===== config.mk =====
export PLATFORM = sky130hd
export DESIGN_NAME = pd_bmc_phy
export DESIGN_NICKNAME = d
export VERILOG_FILES = /design/src/pd_phy_pkg.sv /design/src/pd_bmc_phy.sv
export SDC_FILE = /design/constraint.sdc
export NUM_CORES = 1
export LEC_CHECK = 0
export BUFFER_PORTS_ARGS = -buffer_cell sky130_fd_sc_hd__buf_2
export CAP_MARGIN = 20
export CORE_MARGIN = 3
export CORE_UTILIZATION = 60
export CTS_CLUSTER_SIZE = 25
export DETAILED_ROUTE_END_ITERATION = 16
export PLACE_DENSITY = 0.84
export RECOVER_POWER = 100
export SLEW_MARGIN = 20
export SYNTH_ARGS = -nofsm -noshare
export SYNTH_HDL_FRONTEND = slang
export SYNTH_SLANG_ARGS = --single-unit

===== constraint.sdc =====
create_clock -name clk_in -period 4.5 [get_ports clk_in]
set_input_delay 1.35 -clock clk_in [delete_from_list [all_inputs] [get_ports clk_in]]
set_output_delay 1.35 -clock clk_in [all_outputs]
set_load 0.1 [all_outputs]

===== src/pd_phy_pkg.sv =====
// Purpose: shared constants and types for the pd baseband phy and attach logic
// Assumes: 200 MHz core clock
// Notes: overview of behaviour follows
// Overview of operation
// RULE1: every bit starts with a line transition
// RULE2: a one adds a mid-bit transition
// RULE3: preamble starts by driving line low
// RULE4: far receiver tolerates lost first edge
// RULE5: closing edge after last packet bit
// RULE6: drive only while sending, else release
// RULE7: use only the attach-selected pin
// RULE8: one driver on wire at once
// RULE9: transmit peak level is software programmable
// RULE10: identical detection logic per pin
// RULE11: unattached: watch both, power off
// RULE12: rd on a, open b: vbus
// RULE13: rd on b, open a: vbus
// RULE14: ra on a: await sink, power off
// RULE15: ra on b: await sink, power off
// RULE16: ra a, rd b: vbus, vconn a
// RULE17: rd a, ra b: vbus, vconn b
// RULE18: rd-rd debug, ra-ra audio accessory
// RULE19: detach when pin above detach threshold
// RULE20: bit timing from programmable clock divider
// RULE21: status value with clearable change flag
package pd_phy_pkg;
  localparam int CLK_MHZ = 200;
  localparam int DEBOUNCE_US = 10;
  localparam int DEBOUNCE_CYCLES = DEBOUNCE_US * CLK_MHZ;
  localparam int DIV_W = 12;
  localparam logic [DIV_W-1:0] DIV_RESET = 12'h0C8;
  localparam int PEAK_W = 4;
  localparam logic [PEAK_W-1:0] PEAK_RESET = 4'h8;
  localparam int BYTE_W = 8;
  localparam logic [2:0] BIT_LAST = 3'h7;

  // analog comparator result per pin
  typedef enum logic [1:0] {
    TERM_OPEN,
    TERM_RD,
    TERM_RA
  } term_type;

  typedef enum logic [3:0] {
    ATT_NONE,
    ATT_SINK_A,
    ATT_SINK_B,
    ATT_CABLE_A,
    ATT_CABLE_B,
    ATT_CABLE_A_SINK_B,
    ATT_SINK_A_CABLE_B,
    ATT_DEBUG,
    ATT_AUDIO
  } attach_type;

  typedef enum logic [1:0] {
    TX_IDLE,
    TX_LEAD,
    TX_DATA,
    TX_CLOSE
  } tx_state_type;
endpackage


===== src/pd_bmc_phy.sv =====
// Purpose: bmc transmit/receive and dfp attach classifier for two cc pins
// Assumes: pin comparator outputs are asynchronous and synchronised here
// Notes: analog levels are only carried as settings to the driver
`timescale 1ns/1ps
`default_nettype none
module pd_bmc_phy #(
  parameter int DEBOUNCE = pd_phy_pkg::DEBOUNCE_CYCLES
) (
  input wire logic clk_in,
  input wire logic resetn_in,
  input wire logic [pd_phy_pkg::DIV_W-1:0] half_bit_div_in,
  input wire logic [pd_phy_pkg::PEAK_W-1:0] tx_peak_level_in,
  input wire logic tx_start_in,
  input wire logic [pd_phy_pkg::BYTE_W-1:0] tx_data_in,
  input wire logic tx_last_in,
  input wire logic [1:0] config_channel_pin_a_term_in,
  input wire logic [1:0] config_channel_pin_b_term_in,
  input wire logic config_channel_pin_a_in,
  input wire logic config_channel_pin_b_in,
  input wire logic status_clear_in,
  output logic tx_ready_out,
  output logic tx_busy_out,
  output logic [pd_phy_pkg::PEAK_W-1:0] tx_peak_level_out,
  output logic config_channel_pin_a_out,
  output logic config_channel_pin_a_oe_out,
  output logic config_channel_pin_b_out,
  output logic config_channel_pin_b_oe_out,
  output logic rx_bit_valid_out,
  output logic rx_bit_out,
  output logic vbus_enable_out,
  output logic vconn_a_out,
  output logic vconn_b_out,
  output logic [3:0] attach_status_out,
  output logic attach_change_out
);
  import pd_phy_pkg::*;

  // ----------------------------------------------------------------
  // reset release and input synchronisers
  // ----------------------------------------------------------------
  logic [1:0] rst_sync;
  logic rst_n;
  always_ff @(posedge clk_in or negedge resetn_in) begin
    if (!resetn_in) begin
      rst_sync <= 2'h0;
    end else begin
      rst_sync <= {rst_sync[0], 1'b1};
    end
  end
  assign rst_n = rst_sync[1];

  logic [5:0] sync1;
  logic [5:0] sync2;
  always_ff @(posedge clk_in or negedge rst_n) begin
    if (!rst_n) begin
      sync1 <= 6'h00;
      sync2 <= 6'h00;
    end else begin
      sync1 <= {config_channel_pin_b_term_in, config_channel_pin_a_term_in,
                config_channel_pin_b_in, config_channel_pin_a_in};
      sync2 <= sync1;
    end
  end

  function automatic term_type to_term(input logic [1:0] raw);
    case (raw)
      2'h1: to_term = TERM_RD;
      2'h2: to_term = TERM_RA;
      default: to_term = TERM_OPEN;
    endcase
  endfunction

  // ----------------------------------------------------------------
  // per-pin termination debounce
  // ----------------------------------------------------------------
  term_type pin_term [2];
  // RULE10: identical pin detectors
  for (genvar p = 0; p < 2; p++) begin : g_pin
    logic [15:0] cnt;
    term_type seen;
    term_type stable;
    always_ff @(posedge clk_in or negedge rst_n) begin
      if (!rst_n) begin
        cnt <= 16'h0000;
        seen <= TERM_OPEN;
        stable <= TERM_OPEN;
      end else if (to_term(sync2[2+2*p +: 2]) != seen) begin
        seen <= to_term(sync2[2+2*p +: 2]);
        cnt <= 16'h0000;
      end else if (cnt >= 16'(DEBOUNCE - 1)) begin
        stable <= seen;
      end else begin
        cnt <= cnt + 16'h0001;
      end
    end
    assign pin_term[p] = stable;
  end

  // ----------------------------------------------------------------
  // state record
  // ----------------------------------------------------------------
  typedef struct packed {
    tx_state_type tx_state;
    logic [DIV_W-1:0] div_cnt;
    logic [BYTE_W-1:0] shreg;
    logic [2:0] bit_idx;
    logic half;
    logic last;
    logic level;
    logic tx_ready;
    logic tx_busy;
    logic [PEAK_W-1:0] peak;
    logic drv_a;
    logic drv_b;
    logic oe_a;
    logic oe_b;
    logic rx_prev;
    logic [DIV_W+1:0] rx_cnt;
    logic rx_half_seen;
    logic rx_valid;
    logic rx_bit;
    attach_type att;
    logic vbus;
    logic vconn_a;
    logic vconn_b;
    logic change;
  } state_type;

  state_type r;
  state_type next_r;

  logic div_tick;
  logic rx_pin;
  logic use_b;
  logic [DIV_W+1:0] full_lim;
  logic [DIV_W+1:0] thr;

  always_comb begin
    next_r = r;
    next_r.rx_valid = 1'b0;
    // RULE20: half-bit divider tick
    div_tick = (r.div_cnt == '0);
    // RULE7: pin chosen by attach orientation
    use_b = (r.att == ATT_SINK_B) || (r.att == ATT_CABLE_A_SINK_B);
    rx_pin = use_b ? sync2[1] : sync2[0];
    full_lim = {2'b00, half_bit_div_in} << 1;
    thr = ({2'b00, half_bit_div_in} * 14'h0003) >> 1;

    // RULE9: programmable peak setting
    next_r.peak = tx_peak_level_in;

    // ---------------- transmitter ----------------
    if (r.tx_state != TX_IDLE) begin
      next_r.div_cnt = div_tick ? half_bit_div_in : r.div_cnt - 1'b1;
    end
    case (r.tx_state)
      TX_IDLE: begin
        next_r.tx_busy = 1'b0;
        next_r.tx_ready = 1'b0;
        if (tx_start_in) begin
          next_r.tx_state = TX_LEAD;
          next_r.shreg = tx_data_in;
          next_r.last = tx_last_in;
          next_r.bit_idx = 3'h0;
          next_r.half = 1'b0;
          next_r.div_cnt = half_bit_div_in;
          // RULE3: start preamble at low level
          next_r.level = 1'b0;
          next_r.tx_busy = 1'b1;
        end
      end
      TX_LEAD: begin
        if (div_tick) begin
          next_r.tx_state = TX_DATA;
          // RULE1: edge at bit start
          next_r.level = ~r.level;
        end
      end
      TX_DATA: begin
        if (div_tick) begin
          if (!r.half) begin
            next_r.half = 1'b1;
            // RULE2: mid-bit edge for a one
            if (r.shreg[0]) begin
              next_r.level = ~r.level;
            end
            if (r.bit_idx == BIT_LAST) begin
              next_r.tx_ready = !r.last;
            end
          end else begin
            next_r.half = 1'b0;
            next_r.level = ~r.level;
            next_r.tx_ready = 1'b0;
            if (r.bit_idx == BIT_LAST) begin
              if (r.last) begin
                next_r.tx_state = TX_CLOSE;
              end else if (tx_start_in) begin
                next_r.shreg = tx_data_in;
                next_r.last = tx_last_in;
                next_r.bit_idx = 3'h0;
              end else begin
                // underrun: end with closing edge already made
                next_r.tx_state = TX_CLOSE;
              end
            end else begin
              next_r.shreg = r.shreg >> 1;
              next_r.bit_idx = r.bit_idx + 3'h1;
            end
          end
        end
      end
      TX_CLOSE: begin
        // RULE5: closing edge was driven, hold one half bit
        if (div_tick) begin
          next_r.tx_state = TX_IDLE;
          next_r.tx_busy = 1'b0;
        end
      end
      default: next_r.tx_state = TX_IDLE;
    endcase

    // RULE6: drive only while a packet is in flight
    // RULE8: never drive both pins, released when idle
    next_r.oe_a = (next_r.tx_state != TX_IDLE) && !use_b;
    next_r.oe_b = (next_r.tx_state != TX_IDLE) && use_b;
    next_r.drv_a = next_r.oe_a & next_r.level;
    next_r.drv_b = next_r.oe_b & next_r.level;

    // ---------------- receiver ----------------
    next_r.rx_prev = rx_pin;
    if (r.tx_busy || r.att == ATT_NONE) begin
      next_r.rx_cnt = '0;
      next_r.rx_half_seen = 1'b0;
    end else if (rx_pin != r.rx_prev) begin
      // RULE20: interval against 1.5 half-bits
      // RULE4: first edge only starts timing
      next_r.rx_cnt = '0;
      if (r.rx_cnt >= thr) begin
        next_r.rx_valid = (r.rx_cnt <= full_lim + full_lim);
        next_r.rx_bit = 1'b0;
        next_r.rx_half_seen = 1'b0;
      end else if (r.rx_half_seen) begin
        next_r.rx_valid = 1'b1;
        next_r.rx_bit = 1'b1;
        next_r.rx_half_seen = 1'b0;
      end else begin
        next_r.rx_half_seen = 1'b1;
      end
    end else if (r.rx_cnt != '1) begin
      next_r.rx_cnt = r.rx_cnt + 1'b1;
    end

    // ---------------- attach classifier ----------------
    case (r.att)
      // RULE11: watch both pins, power off
      ATT_NONE: begin
        if (pin_term[0] == TERM_RD && pin_term[1] == TERM_RD) begin
          // RULE18: debug accessory
          next_r.att = ATT_DEBUG;
        end else if (pin_term[0] == TERM_RA && pin_term[1] == TERM_RA) begin
          next_r.att = ATT_AUDIO;
        end else if (pin_term[0] == TERM_RA && pin_term[1] == TERM_RD) begin
          next_r.att = ATT_CABLE_A_SINK_B;
        end else if (pin_term[0] == TERM_RD && pin_term[1] == TERM_RA) begin
          next_r.att = ATT_SINK_A_CABLE_B;
        end else if (pin_term[0] == TERM_RD) begin
          next_r.att = ATT_SINK_A;
        end else if (pin_term[1] == TERM_RD) begin
          next_r.att = ATT_SINK_B;
        end else if (pin_term[0] == TERM_RA) begin
          next_r.att = ATT_CABLE_A;
        end else if (pin_term[1] == TERM_RA) begin
          next_r.att = ATT_CABLE_B;
        end
      end
      // RULE12: watch pin a only
      // RULE19: open pin means above detach threshold
      ATT_SINK_A: if (pin_term[0] == TERM_OPEN) next_r.att = ATT_NONE;
      // RULE13: watch pin b only
      ATT_SINK_B: if (pin_term[1] == TERM_OPEN) next_r.att = ATT_NONE;
      // RULE14: sink on b, detach on a
      ATT_CABLE_A: begin
        if (pin_term[0] == TERM_OPEN) begin
          next_r.att = ATT_NONE;
        end else if (pin_term[1] == TERM_RD) begin
          next_r.att = ATT_CABLE_A_SINK_B;
        end
      end
      // RULE15: sink on a, detach on b
      ATT_CABLE_B: begin
        if (pin_term[1] == TERM_OPEN) begin
          next_r.att = ATT_NONE;
        end else if (pin_term[0] == TERM_RD) begin
          next_r.att = ATT_SINK_A_CABLE_B;
        end
      end
      // RULE16: pin a ignored for detach
      ATT_CABLE_A_SINK_B: if (pin_term[1] == TERM_OPEN) next_r.att = ATT_NONE;
      // RULE17: pin b ignored for detach
      ATT_SINK_A_CABLE_B: if (pin_term[0] == TERM_OPEN) next_r.att = ATT_NONE;
      // RULE18: either pin may signal detach
      ATT_DEBUG, ATT_AUDIO: begin
        if (pin_term[0] == TERM_OPEN || pin_term[1] == TERM_OPEN) begin
          next_r.att = ATT_NONE;
        end
      end
      default: next_r.att = ATT_NONE;
    endcase

    next_r.vbus = (next_r.att == ATT_SINK_A) || (next_r.att == ATT_SINK_B) ||
                  (next_r.att == ATT_CABLE_A_SINK_B) ||
                  (next_r.att == ATT_SINK_A_CABLE_B);
    next_r.vconn_a = (next_r.att == ATT_CABLE_A_SINK_B);
    next_r.vconn_b = (next_r.att == ATT_SINK_A_CABLE_B);

    // RULE21: change flag, set beats clear
    if (next_r.att != r.att) begin
      next_r.change = 1'b1;
    end else if (status_clear_in) begin
      next_r.change = 1'b0;
    end
  end

  always_ff @(posedge clk_in or negedge rst_n) begin
    if (!rst_n) begin
      r <= '0;
      r.tx_state <= TX_IDLE;
      r.att <= ATT_NONE;
      r.peak <= PEAK_RESET;
      r.div_cnt <= DIV_RESET;
    end else begin
      r <= next_r;
    end
  end

  assign tx_ready_out = r.tx_ready;
  assign tx_busy_out = r.tx_busy;
  assign tx_peak_level_out = r.peak;
  assign config_channel_pin_a_out = r.drv_a;
  assign config_channel_pin_a_oe_out = r.oe_a;
  assign config_channel_pin_b_out = r.drv_b;
  assign config_channel_pin_b_oe_out = r.oe_b;
  assign rx_bit_valid_out = r.rx_valid;
  assign rx_bit_out = r.rx_bit;
  assign vbus_enable_out = r.vbus;
  assign vconn_a_out = r.vconn_a;
  assign vconn_b_out = r.vconn_b;
  assign attach_status_out = r.att;
  assign attach_change_out = r.change;
endmodule
`default_nettype wire


# After elaboration in Yosys (flattened, before gate mapping)
# Cells that the tools add are included.
# classes
n_addsub	6
n_mul	1
n_div	0
order_cmp	4
eq_ne	39
n_shift	0
mux	65
bitwise	6
reduce_logical	38
# op_table
operator	count
two-way mux 16 bit	4
two-way mux 4 bit	15
two-way mux 11 bit	4
two-way mux 12 bit	3
adder 16 x 1 -> 16 bit (second input constant)	2
greater-or-equal comparator 16 x 11 -> 1 bit (second input constant)	2
two-way mux 15 bit	2
two-way mux 14 bit	2
two-way mux 28 bit	1
one-hot mux 13 bit (2 select lines)	1
equality test 4 x 3 -> 1 bit (second input constant)	6
one-hot mux 4 bit (6 select lines)	1
two-way mux 2 bit	10
adder 13 x 13 -> 14 bit	1
adder 14 x 1 -> 14 bit (second input constant)	1
greater-or-equal comparator 14 x 13 -> 1 bit	1
<= comparator 14 bit	1
multiplier 12 x 2 -> 14 bit (second input constant)	1
two-way mux 1 bit	14
!= test 14 bit (second input constant)	1
!= test 2 bit (second input constant)	7
nonzero test 2 bit	7
equality test 2 bit (second input constant)	6
equality test 4 x 2 -> 1 bit (second input constant)	3
29 further kinds	63
# totals
reg_bits	118
latchBits	0
mem_bits_rw	0
romBits	0
out_inout_bits	20
word_cells	192
mem_count	0

# Depth between registers and ports, before layout
# Gate-level depths: netlist of the first run.
# logic_depth
depth_word	14
ltp_mapped	15
ltp_nobuf	15

# Worst setup path before layout of the first run
# OpenSTA, ideal clock, no wires.
# synth_timing
path_type	in2reg
start	input port half_bit_div_in[0] (netlist bit)
end	register r, in the netlist rx_bit_valid_out
setup_time_ns	0.094
t_arrival_ns	3.668
required_ns	4.406
slack_ns	0.738
stages	14
n_path_buf	0
cell_sequence	ha_1 > inv_1 > fa_1 > nor2b_1 > o21ai_0 > a21oi_1 > o21ai_0 > a21oi_1 > a21oi_1 > ha_1 > a211oi_1 > o21ai_0 > nand2b_1 > a211oi_1
# synth_rtl
element	line_no	source
start, declared	pd_bmc_phy.sv:11	input wire logic [pd_phy_pkg::DIV_W-1:0] half_bit_div_in,
end signal, assigned	pd_bmc_phy.sv:332	r <= next_r;
end, declared	pd_bmc_phy.sv:129	state_type r;

==> metrics.md, run 1 <==
| Metric | Value |
|---|---|
| Total track usage | 25.7% |
| Hold crit path type | reg2reg |
| Final HPWL DP | 10600 um |
| CP Cell Sequence | clkbuf_1 -> ha_1 -> inv_1 -> fa_1 -> nor2b_1 -> o21ai_0 -> a21oi_1 -> o21ai_0 -> a21oi_1 -> a21oi_1 -> ha_1 -> a211oi_1 -> o21ai_0 -> nand2b_1 -> a211oi_1 |
| Crit end category | register |
| Net switching power | 0.000761 W |
| R2R cell count | 7 |
| H-tree depth | 4 |
| Internal Pwr Total | 0.00217 W |
| Leak | 3.42 nW |
| Routability-driven placement congestion ratio | 0.919 |
| TritonCTS clock tree | built |
| Count of pins over their slew limit | 38 |
| Post-Route WL | 15200 um |
| Relative slew slack | -27.7% |
| Hold_sp | sync1[1] |
| Core Rows | 38 |
| Final Hold Vio Count | 0 |
| Synth area leaders | dfrtp_1 (42%), ha_1 (8.4%), nor2_1 (4.6%) |
| GR Overflow Total | 0 |
| Final core utilization | 69.6% |
| Core ar. | 10900 um2 |
| Area Growth Syn to Fin | 12.8% |
| Adder-Cell Fraction of Synth Area | 8.68% |
| Setup violators final | 0 |
| NumNets Final | 843 |
| Power per cell area | 387 nW/um2 |
| Die area | 12500 um2 |
| Cells after DPL | 882 |
| Critical path buffers and inverters | 2 |
| Hold EP | sync2[1] |
| Fin crit share | 85.0% |
| Clock Skew | 7.75 ps |
| Yosys warns | 0 |
| Io pins | 55 |
| Post-synthesis mux area share | 1.62% |
| Total Power | 0.00293 W |
| Worst Hold Path Cells | 0 |
| Most common cell after layout, fill and taps aside | dfrtp_1 |
| Post-CTS sizing | 0 |
| Async set-reset flop share out of synthesis | 100% |
| #FFs+latches synth | 118 |
| Run status | finished with violations |
| Compound-Gate Fraction of Synth Area | 15.2% |
| Post-Syn Nets | 794 |
| Cell count after synthesis | 713 |
| Slowest stage cell, crit path | fa_1 |
| Vias in the first global route | 5493 |
| Max_cap viols | 1 |
| Post-Syn Area | 6720 um2 |
| Worst r2r src | r[50] |
| Largest family of logic cells by synthesized area | simple AND/OR/NAND/NOR gates |
| Top FF cell, synth | dfrtp_1 |
| Slowest stage delay, CP | 390 ps |
| Via density | 5.99 |
| Worst R2R End | r[48] |
| CTS max path bufs | 2 |
| Switching part of the total | 25.9% |
| Initial Util | 61.7% |
| Buffers added on ports | 54 |
| Setup TNS | 0 ps |
| Worst EP arrival | 4270 ps |
| Initial antenna violation count | 0 |
| RSZ-0062 raised after global routing | false |
| Clock Pin Slew Worst Setup and Hold Paths | 60 ps |
| First drt pass iteration count | 5 |
| Critical path fanouts, max | 4 |
| Non-Filler Instances | 914 |
| Worst EP required | 4950 ps |
| Synth unique cells | 75 |
| Chip Width | 112 um |
| Peak VDD IR | 0.000287 V |
| Post-route ant nets | 0 |
| First DRT Iteration DRCs | 491 |
| Via count | 5475 |
| Power share of the clock group | 47.2% |
| Worst R2R Setup Slack | 1340 ps |
| CTS Buf Count | 17 |
| Xor/xnor share of the synthesized area | 5.85% |
| Top-area cell type share of the netlist area | 42.5% |
| Die Y-Extent | 112 um |
| CTS Hold Buffers Added | 0 |
| Yosys top cell by area | dfrtp_1 |
| Sequential share of the synthesized area | 44.0% |
| First-pass GRT wire length | 25900 um |
| Power share of the combinational group | 11.6% |
| Achievable Freq | 0.261 GHz |
| Crit path max-delay family | compound AO/OA/AOI/OAI gates |
| ANT cells | 0 |
| Final min period | 3820 ps |
| Commonest non-fill, non-tap cells in the layout | dfrtp_1 (114), nor2_1 (83), nand2_1 (63) |
| DR WL/cell | 16.7 um |
| Power share of the sequential group | 41.1% |
| Proportion of layout cells with a drive suffix above 1 | 11.0% |
| Hold WS | 351 ps |
| # DRC | 0 |
| EDFF count, synth | 0 |
| Setup Buffers After CTS | 0 |
| Slew of the pin with the lowest slew margin | 1920 ps |
| Failing checks | capacitance limit, slew limit |
| Critical Path Start Type | primary input |
| Clock Latency Late Sink | 540 ps |
| Clock root buffer | clkbuf_8 |
| CTS Sinks | 118 |
| Syn Area/Cell | 9.42 um2 |
| Largest net degree at the start of global routing | 81 |
| Crit Path Category | in2reg |
| Synth Area in Simple Gates | 20.6% |
[cells by family (layout without fill, tap and decap cells)]
| group | Yosys count | in the layout |
|---|---|---|
| buf+inv | 61 | 122 |
| other cells | 1 | 1 |
| compound gates | 154 | 154 |
| xor+xnor | 44 | 44 |
| flops | 118 | 118 |
| simple gates | 279 | 279 |
| mux | 10 | 10 |
| fa+ha+maj | 46 | 46 |
[Yosys cell counts, types with 4 or more instances]
master	count
a211oi_1	6
a21o_1	5
a21oi_1	38
a22oi_1	8
a311oi_1	4
a31oi_1	8
and3_1	15
buf_4	8
clkbuf_1	16
dfrtp_1	114
dfstp_2	4
ha_1	45
inv_1	32
mux2_2	4
mux2i_1	5
nand2_1	62
nand2b_1	8
nand3_1	19
nand4_1	8
nor2_1	83
nor2b_1	25
nor3_1	26
o21a_1	5
o21ai_0	26
o21ai_1	11
o21bai_1	4
o22ai_1	6
or3_1	7
xnor2_1	18
xor2_1	25
[worst register-to-register path, stage by stage, from the launching register on]
cell	delay [ps]
dfrtp_1	420
inv_1	80
ha_1	190
nor3b_1	660
nand4_1	520
o21ai_0	830
a22oi_1	190
o21ai_0	180
[state kept, by name (all words and copies together) (netlist names), 2 cells and up]
register	count
rst_sync	2
sync1	6
g_pin.cnt	32
r	44
g_pin.stable	4
tx_peak_level_out	4
sync2	6
g_pin.seen	4
attach_status_out	4
[through the flow]
step                area [um2]  setup WS [ps]
floorplan                 6720            738
global placement          7050            416
detailed placement        7050            255
CTS                       7640            778
global route              7580            382
finish                    7580            675
[power groups by stage]
stage          Combinational [W]  Sequential [W]  Clock, W
6_report                0.000342         0.00121   0.00139
3_5_place_dp            0.000332         0.00123         0
5_1_grt                 0.000387         0.00122   0.00145
4_1_cts                 0.000335         0.00122   0.00141
2_1_floorplan           0.000259         0.00121         0
3_3_place_gp            0.000317         0.00123         0
[worst max path at each step]
stage	endpoint	depth (start not counted)	start	slack, ps
2_1_floorplan	rx_bit_valid_out	14	half_bit_div_in[0]	740
3_3_place_gp	rx_bit_valid_out	15	half_bit_div_in[0]	420
3_5_place_dp	rx_bit_valid_out	15	half_bit_div_in[0]	260
4_1_cts	rx_bit_valid_out	15	half_bit_div_in[0]	780
5_1_grt	rx_bit_valid_out	15	half_bit_div_in[0]	380
6_report	rx_bit_valid_out	15	half_bit_div_in[0]	680
[layout make-up]
type                       count  area [um2]
fill                         860        3310
clock inverter                13         180
sequential                   118        2960
multi-input combinational    534        3440
inverter                      32         120
tap                          140         175
clock buffer                  18         418
timing repair buffer          59         285
[layer usage]
layer	vias up	routed length [um]	GRT usage, %
met5	-	0	0
met4	0	280	8.92
met3	29	870	7.50
met2	173	7260	40.2
met1	2667	6830	34.5
li1	2606	-	-
No activity file was read; power rests on OpenSTA's default activity.
==> run 2, diff against run 1 <==
==> constraint.sdc (replaced) <==
create_clock -name clk_in -period 4 [get_ports clk_in]
set_input_delay 1.2 -clock clk_in [delete_from_list [all_inputs] [get_ports clk_in]]
set_output_delay 1.2 -clock clk_in [all_outputs]
set_load 0.1 [all_outputs]
==> metrics.md, run 2 (synthesis results as in run 1) <==
| Metric | Value |
|---|---|
| NumNets Final | 845 (+0.24%) |
| Chip Width | 112 um (unchanged) |
| CP Cell Sequence | buf_2 -> ha_1 -> inv_1 -> fa_1 -> nor2b_1 -> o21ai_0 -> a21oi_1 -> o21ai_0 -> a21oi_1 -> a21oi_1 -> ha_1 -> nand3_1 -> a211oi_1 -> o21ai_0 -> nor3b_1 -> a211oi_1 |
| Final Hold Vio Count | 0 (unchanged) |
| Core Rows | 38 (unchanged) |
| Post-Route WL | 15300 um (+0.41%) |
| GR Overflow Total | 0 (unchanged) |
| ANT cells | 0 (unchanged) |
| Largest registers | r (44), g_pin.cnt (32) |
| Max reg flops | 44 (unchanged) |
| Initial antenna violation count | 0 (unchanged) |
| Achievable Freq | 0.279 GHz |
| Hold WS | 348 ps (-2.92 ps) |
| RSZ-0062 raised after global routing | false |
| Most common cell after layout, fill and taps aside | dfrtp_1 |
| Crit end category | register |
| TritonCTS clock tree | built |
| Slew of the pin with the lowest slew margin | 1420 ps (-495 ps) |
| FF+latch area | 2960 um2 (unchanged) |
| Critical Path Start Type | primary input |
| # DRC | 0 (unchanged) |
| Fin crit share | 89.5% |
| Via density | 6.04 (+0.82%) |
| DR WL/cell | 16.7 um (about the same) |
| Clock Pin Slew Worst Setup and Hold Paths | 60 ps (about the same) |
| Max_cap viols | 0 (-1) |
| Crit Path Category | in2reg |
| Hold crit path type | reg2reg |
| Post-route ant nets | 0 (unchanged) |
| Largest net degree at the start of global routing | 83 (+2.5%) |
| Final min period | 3580 ps |
| Commonest non-fill, non-tap cells in the layout | dfrtp_1 (114), nor2_1 (83), nand2_1 (63) |
| CTS Buf Count | 17 (unchanged) |
| Relative slew slack | 5.24% (+33 points) |
| Top reg by flops | r |
| Die Y-Extent | 112 um (unchanged) |
| Setup Buffers After CTS | 0 (unchanged) |
| Clock root buffer | clkbuf_8 |
| Peak VDD IR | 0.000345 V (+20%) |
| Io pins | 55 (unchanged) |
| Buffers added on ports | 54 (unchanged) |
| Setup TNS | 0 ps (unchanged) |
| Total track usage | 25.2% (-0.49 points) |
| Initial Util | 61.7% (unchanged) |
| Setup violators final | 0 (unchanged) |
| Clock Latency Late Sink | 530 ps (about the same) |
| Worst EP arrival | 4010 ps (-260 ps) |
| CTS max path bufs | 2 (unchanged) |
| Core ar. | 10900 um2 (unchanged) |
| CTS Hold Buffers Added | 0 (unchanged) |
| First DRT Iteration DRCs | 406 (-17%) |
| Slowest stage delay, CP | 410 ps (+20 ps) |
| Routability-driven placement congestion ratio | 0.871 (-5.2%) |
| Vias in the first global route | 5455 (-0.69%) |
| First drt pass iteration count | 5 (unchanged) |
| Multi-input logic area | 3440 um2 (-0.15%) |
| Die area | 12500 um2 (unchanged) |
| Final HPWL DP | 10800 um (+2.2%) |
| Post-CTS sizing | 0 (unchanged) |
| Clock Skew | 11.6 ps (+3.81 ps) |
| CTS Sinks | 118 (unchanged) |
| Run status | finished, final reports clean |
| Fillcell total | 831 (-3.4%) |
| Area Growth Syn to Fin | 13.1% |
| H-tree depth | 4 (unchanged) |
| Worst EP required | 4430 ps (-520 ps) |
| Proportion of layout cells with a drive suffix above 1 | 11.3% (+0.34 points) |
| Power per cell area | 439 nW/um2 (+13%) |
| Slowest stage cell, crit path | fa_1 |
| Critical path fanouts, max | 3 (-1) |
| First-pass GRT wire length | 25600 um (-1.1%) |
| Leak | 3.44 nW (+0.34%) |
| Via count | 5538 (+1.2%) |
| Count of pins over their slew limit | 0 (-100%) |
## run 2: path summary, 6_finish.rpt
| path | depth (start not counted) | startpoint | endpoint | slack, ps |
|---|---|---|---|---|
| worst min register to register | 0 | sync1[2] | sync2[2] | 350 |
| max in group asynchronous | 2 | rst_sync[1] | attach_change_out | 1100 |
| worst max register to register | 7 | r[50] | r[42] | 960 |
| worst min-delay path | 0 | sync1[2] | sync2[2] | 350 |
| worst max-delay path | 16 | half_bit_div_in[1] | rx_bit_valid_out | 420 |
| min in group asynchronous | 0 | rst_sync[1] | sync2[5] | 390 |
## run 2: metrics by stage
step	utilization [%]	cells	area [um2]	worst slack (ps)	power [W]
floorplan	-	713	6720	388	0.00165
global placement	64.9	884	7060	91.4	0.00174
detailed placement	64.9	884	7060	-103	0.00176
CTS	70.6	916	7690	442	0.00336
global route	69.8	917	7600	147	0.00347
finish	69.8	917	7600	421	0.00333
## run 2: area by class of cell
cell class	count	share of cell area [%]
Clock buffer	20	6.00
Clock inverter	12	2.29
Inverter	32	1.58
Multi-Input combinational cell	534	45.3
Sequential cell	118	38.9
Tap cell	140	2.31
Timing Repair Buffer	61	3.62
## run 2: layer usage
metal / wire length (um) / GRT usage [%] / share of wire [%] / vias to the layer above
met3: 827 / 5.49 / 5.4 / 44
met4: 384 / 10.9 / 2.5 / 0
li1: - / - / - / 2614
met2: 7490 / 40.9 / 49 / 197
met1: 6600 / 32.8 / 43 / 2683
met5: 0 / 0 / 0 / -
## run 2: where the power goes
part / switching, W / internal (W) / leakage, nW
sequential: 0.0000810 / 0.00127 / 1.55
combinational: 0.000221 / 0.000163 / 1.59
clock: 0.000535 / 0.00106 / 0.299
total: 0.000838 / 0.00250 / 3.44
## run 2: critical path: cells and delay by family
| kind | cells | cell delay (ps) |
|---|---|---|
| fa+ha+maj | 3 | 910 |
| simple gates | 3 | 400 |
| compound gates | 8 | 1340 |
| buf+inv | 2 | 160 |
==> run 3, diff against run 2 <==
--- a/config.mk
+++ b/config.mk
@@ -7,10 +7,12 @@
 export LEC_CHECK = 0
 export BUFFER_PORTS_ARGS = -buffer_cell sky130_fd_sc_hd__buf_2
 export CAP_MARGIN = 20
+export CORE_ASPECT_RATIO = 0.8
 export CORE_MARGIN = 3
 export CORE_UTILIZATION = 60
 export CTS_CLUSTER_SIZE = 25
 export DETAILED_ROUTE_END_ITERATION = 16
+export MAX_ROUTING_LAYER = met4
 export PLACE_DENSITY = 0.84
 export RECOVER_POWER = 100
 export SLEW_MARGIN = 20
==> metrics.md, run 3 (synthesis results as in run 1) <==
| Metric | Value |
|---|---|
| Clock Skew | 9.56 ps (-2.00 ps) |
| ANT cells | 0 (unchanged) |
| # DRC | 0 (unchanged) |
| Post-Route WL | 15100 um (-1.6%) |
| Power per cell area | 424 nW/um2 (-3.3%) |
| Fin crit share | 90.3% (+0.78 points) |
| Io pins | 55 (unchanged) |
| Area Growth Syn to Fin | 12.5% |
| Largest net degree at the start of global routing | 86 (+3.6%) |
| Routability-driven placement congestion ratio | 0.947 (+8.8%) |
| Core Rows | 33 (-13%) |
| Crit Path Category | in2reg |
| Chip Width | 124 um (+11%) |
| Most common cell after layout, fill and taps aside | dfrtp_1 |
| Vias in the first global route | 5154 (-5.5%) |
| RSZ-0062 raised after global routing | false |
| Post-route ant nets | 0 (unchanged) |
| Met3 routed WL | 679 um (-18%) |
| Clock root buffer | clkbuf_16 |
| Crit end category | register |
| Largest registers | r (44), g_pin.cnt (32) |
| Total track usage | 25.7% (+0.46 points) |
| Clock Pin Slew Worst Setup and Hold Paths | 60 ps (about the same) |
| Die Y-Extent | 101 um (-10%) |
| H-tree depth | 4 (unchanged) |
| TritonCTS clock tree | built |
| Highest Signal Layer | met4 |
| CTS Sinks | 118 (unchanged) |
| Core ar. | 10600 um2 (-2.9%) |
| First DRT Iteration DRCs | 297 (-27%) |
| Clock Latency Late Sink | 420 ps (-110 ps) |
| GR Overflow Total | 0 (unchanged) |
| Post-CTS sizing | 0 (unchanged) |
| Peak VDD IR | 0.000340 V (-1.4%) |
| Buffers added on ports | 54 (unchanged) |
| Metal2 WL | 7000 um (-6.5%) |
| Final core utilization | 71.5% (+1.8 points) |
| Hold crit path type | reg2reg |
| Final HPWL DP | 10500 um (-3.6%) |
| NumNets Final | 844 (-0.12%) |
| Met1 Wirelength | 7200 um (+9.0%) |
| Die area | 12500 um2 (about the same) |
| Critical Path Start Type | primary input |
| Setup violators final | 0 (unchanged) |
| Setup Buffers After CTS | 0 (unchanged) |
| Cells after DPL | 883 (-0.11%) |
| Proportion of layout cells with a drive suffix above 1 | 11.1% (-0.24 points) |
| Critical path fanouts, max | 3 (unchanged) |
| Placed Area | 7050 um2 (-0.11%) |
| First-pass GRT wire length | 25300 um (-1.3%) |
| Final min period | 3610 ps (+31.1 ps) |
| Achievable Freq | 0.277 GHz (-0.86%) |
| Worst EP required | 4320 ps (-110 ps) |
| Commonest non-fill, non-tap cells in the layout | dfrtp_1 (114), nor2_1 (83), nand2_1 (63) |
| Max_cap viols | 1 (+1) |
| Via density | 5.88 (-2.7%) |
| CTS max path bufs | 2 (unchanged) |
| Fin area | 7560 um2 (-0.46%) |
| Via count | 5382 (-2.8%) |
| Max reg flops | 44 (unchanged) |
| Count of pins over their slew limit | 33 (+33) |
| CTS Hold Buffers Added | 0 (unchanged) |
| Worst EP arrival | 3930 ps (-80 ps) |
| Non-Filler Instances | 916 (-0.11%) |
| Initial antenna violation count | 0 (unchanged) |
| Top reg by flops | r |
| DR WL/cell | 16.4 um (-1.5%) |
| First drt pass iteration count | 4 (-1) |
| CTS Buf Count | 17 (unchanged) |
| Relative slew slack | -8.30% (-14 points) |
| Failing checks | capacitance limit, slew limit |
| Leak | 3.42 nW (-0.50%) |
| Run status | finished with violations |
| Slew of the pin with the lowest slew margin | 1620 ps (+203 ps) |
| Final Hold Vio Count | 0 (unchanged) |
| Initial Util | 63.6% (+1.9 points) |
| Total Power | 0.00321 W (-3.7%) |
run 3: changes by cell type in the layout (fill, tap and decap cells not counted), moves of 2 or more:
cell	before	now
clkinv_2	3	1
clkbuf_8	4	2
clkinv_4	0	3
bufinv_16	4	1
inv_6	1	4
run 3: worst paths after layout:
kind	from	slack (ps)	cells after the start	to
max	half_bit_div_in[1]	390	14	rx_bit_valid_out
max reg2reg	rst_sync[1]	890	2	vbus_enable_out
max in group asynchronous	rst_sync[1]	890	2	vbus_enable_out
min reg2reg	sync1[1]	340	0	sync2[1]
min in group asynchronous	resetn_in	560	1	rst_sync[0]
min	sync1[1]	340	0	sync2[1]
run 3: where the power goes:
part / switching (W) / internal, W / total, W
sequential: 0.0000862 / 0.00127 / 0.00136
combinational: 0.000217 / 0.000164 / 0.000381
clock: 0.000572 / 0.000895 / 0.00147
run 3: worst max-delay path: stages:
cell      delay (ps)
buf_2            120
ha_1             290
a21oi_1          170
o21a_1           150
o21ai_0          160
a31o_2           270
a21oi_1          170
xor2_1           240
ha_1             290
a21o_1           190
a21oi_1          140
o21ai_0          120
nand2b_1         200
a211oi_1         220
run 3: through the flow:
stage	hold WS, ps	setup slack [ps]	setup TNS [ps]
floorplan	331	388	0
global placement	332	105	0
detailed placement	335	-2.20	-2.20
CTS	345	415	0
global route	362	73.0	0
finish	344	390	0
run 3: area by class of cell:
class	instances	area, um2
Timing Repair Buffer	60	294
Fill cell	832	3010
Sequential cell	118	2960
Clock inverter	12	119
Clock buffer	20	457
Inverter	32	120
Multi-Input combinational cell	534	3440
Tap cell	140	175
run 3: metal layers:
layer / global-route usage, % / up-vias
met2: 39.9 / 156
met4: 8.26 / 0
li1: - / 2616
met3: 3.97 / 20
met5: - / -
met1: 35.2 / 2590
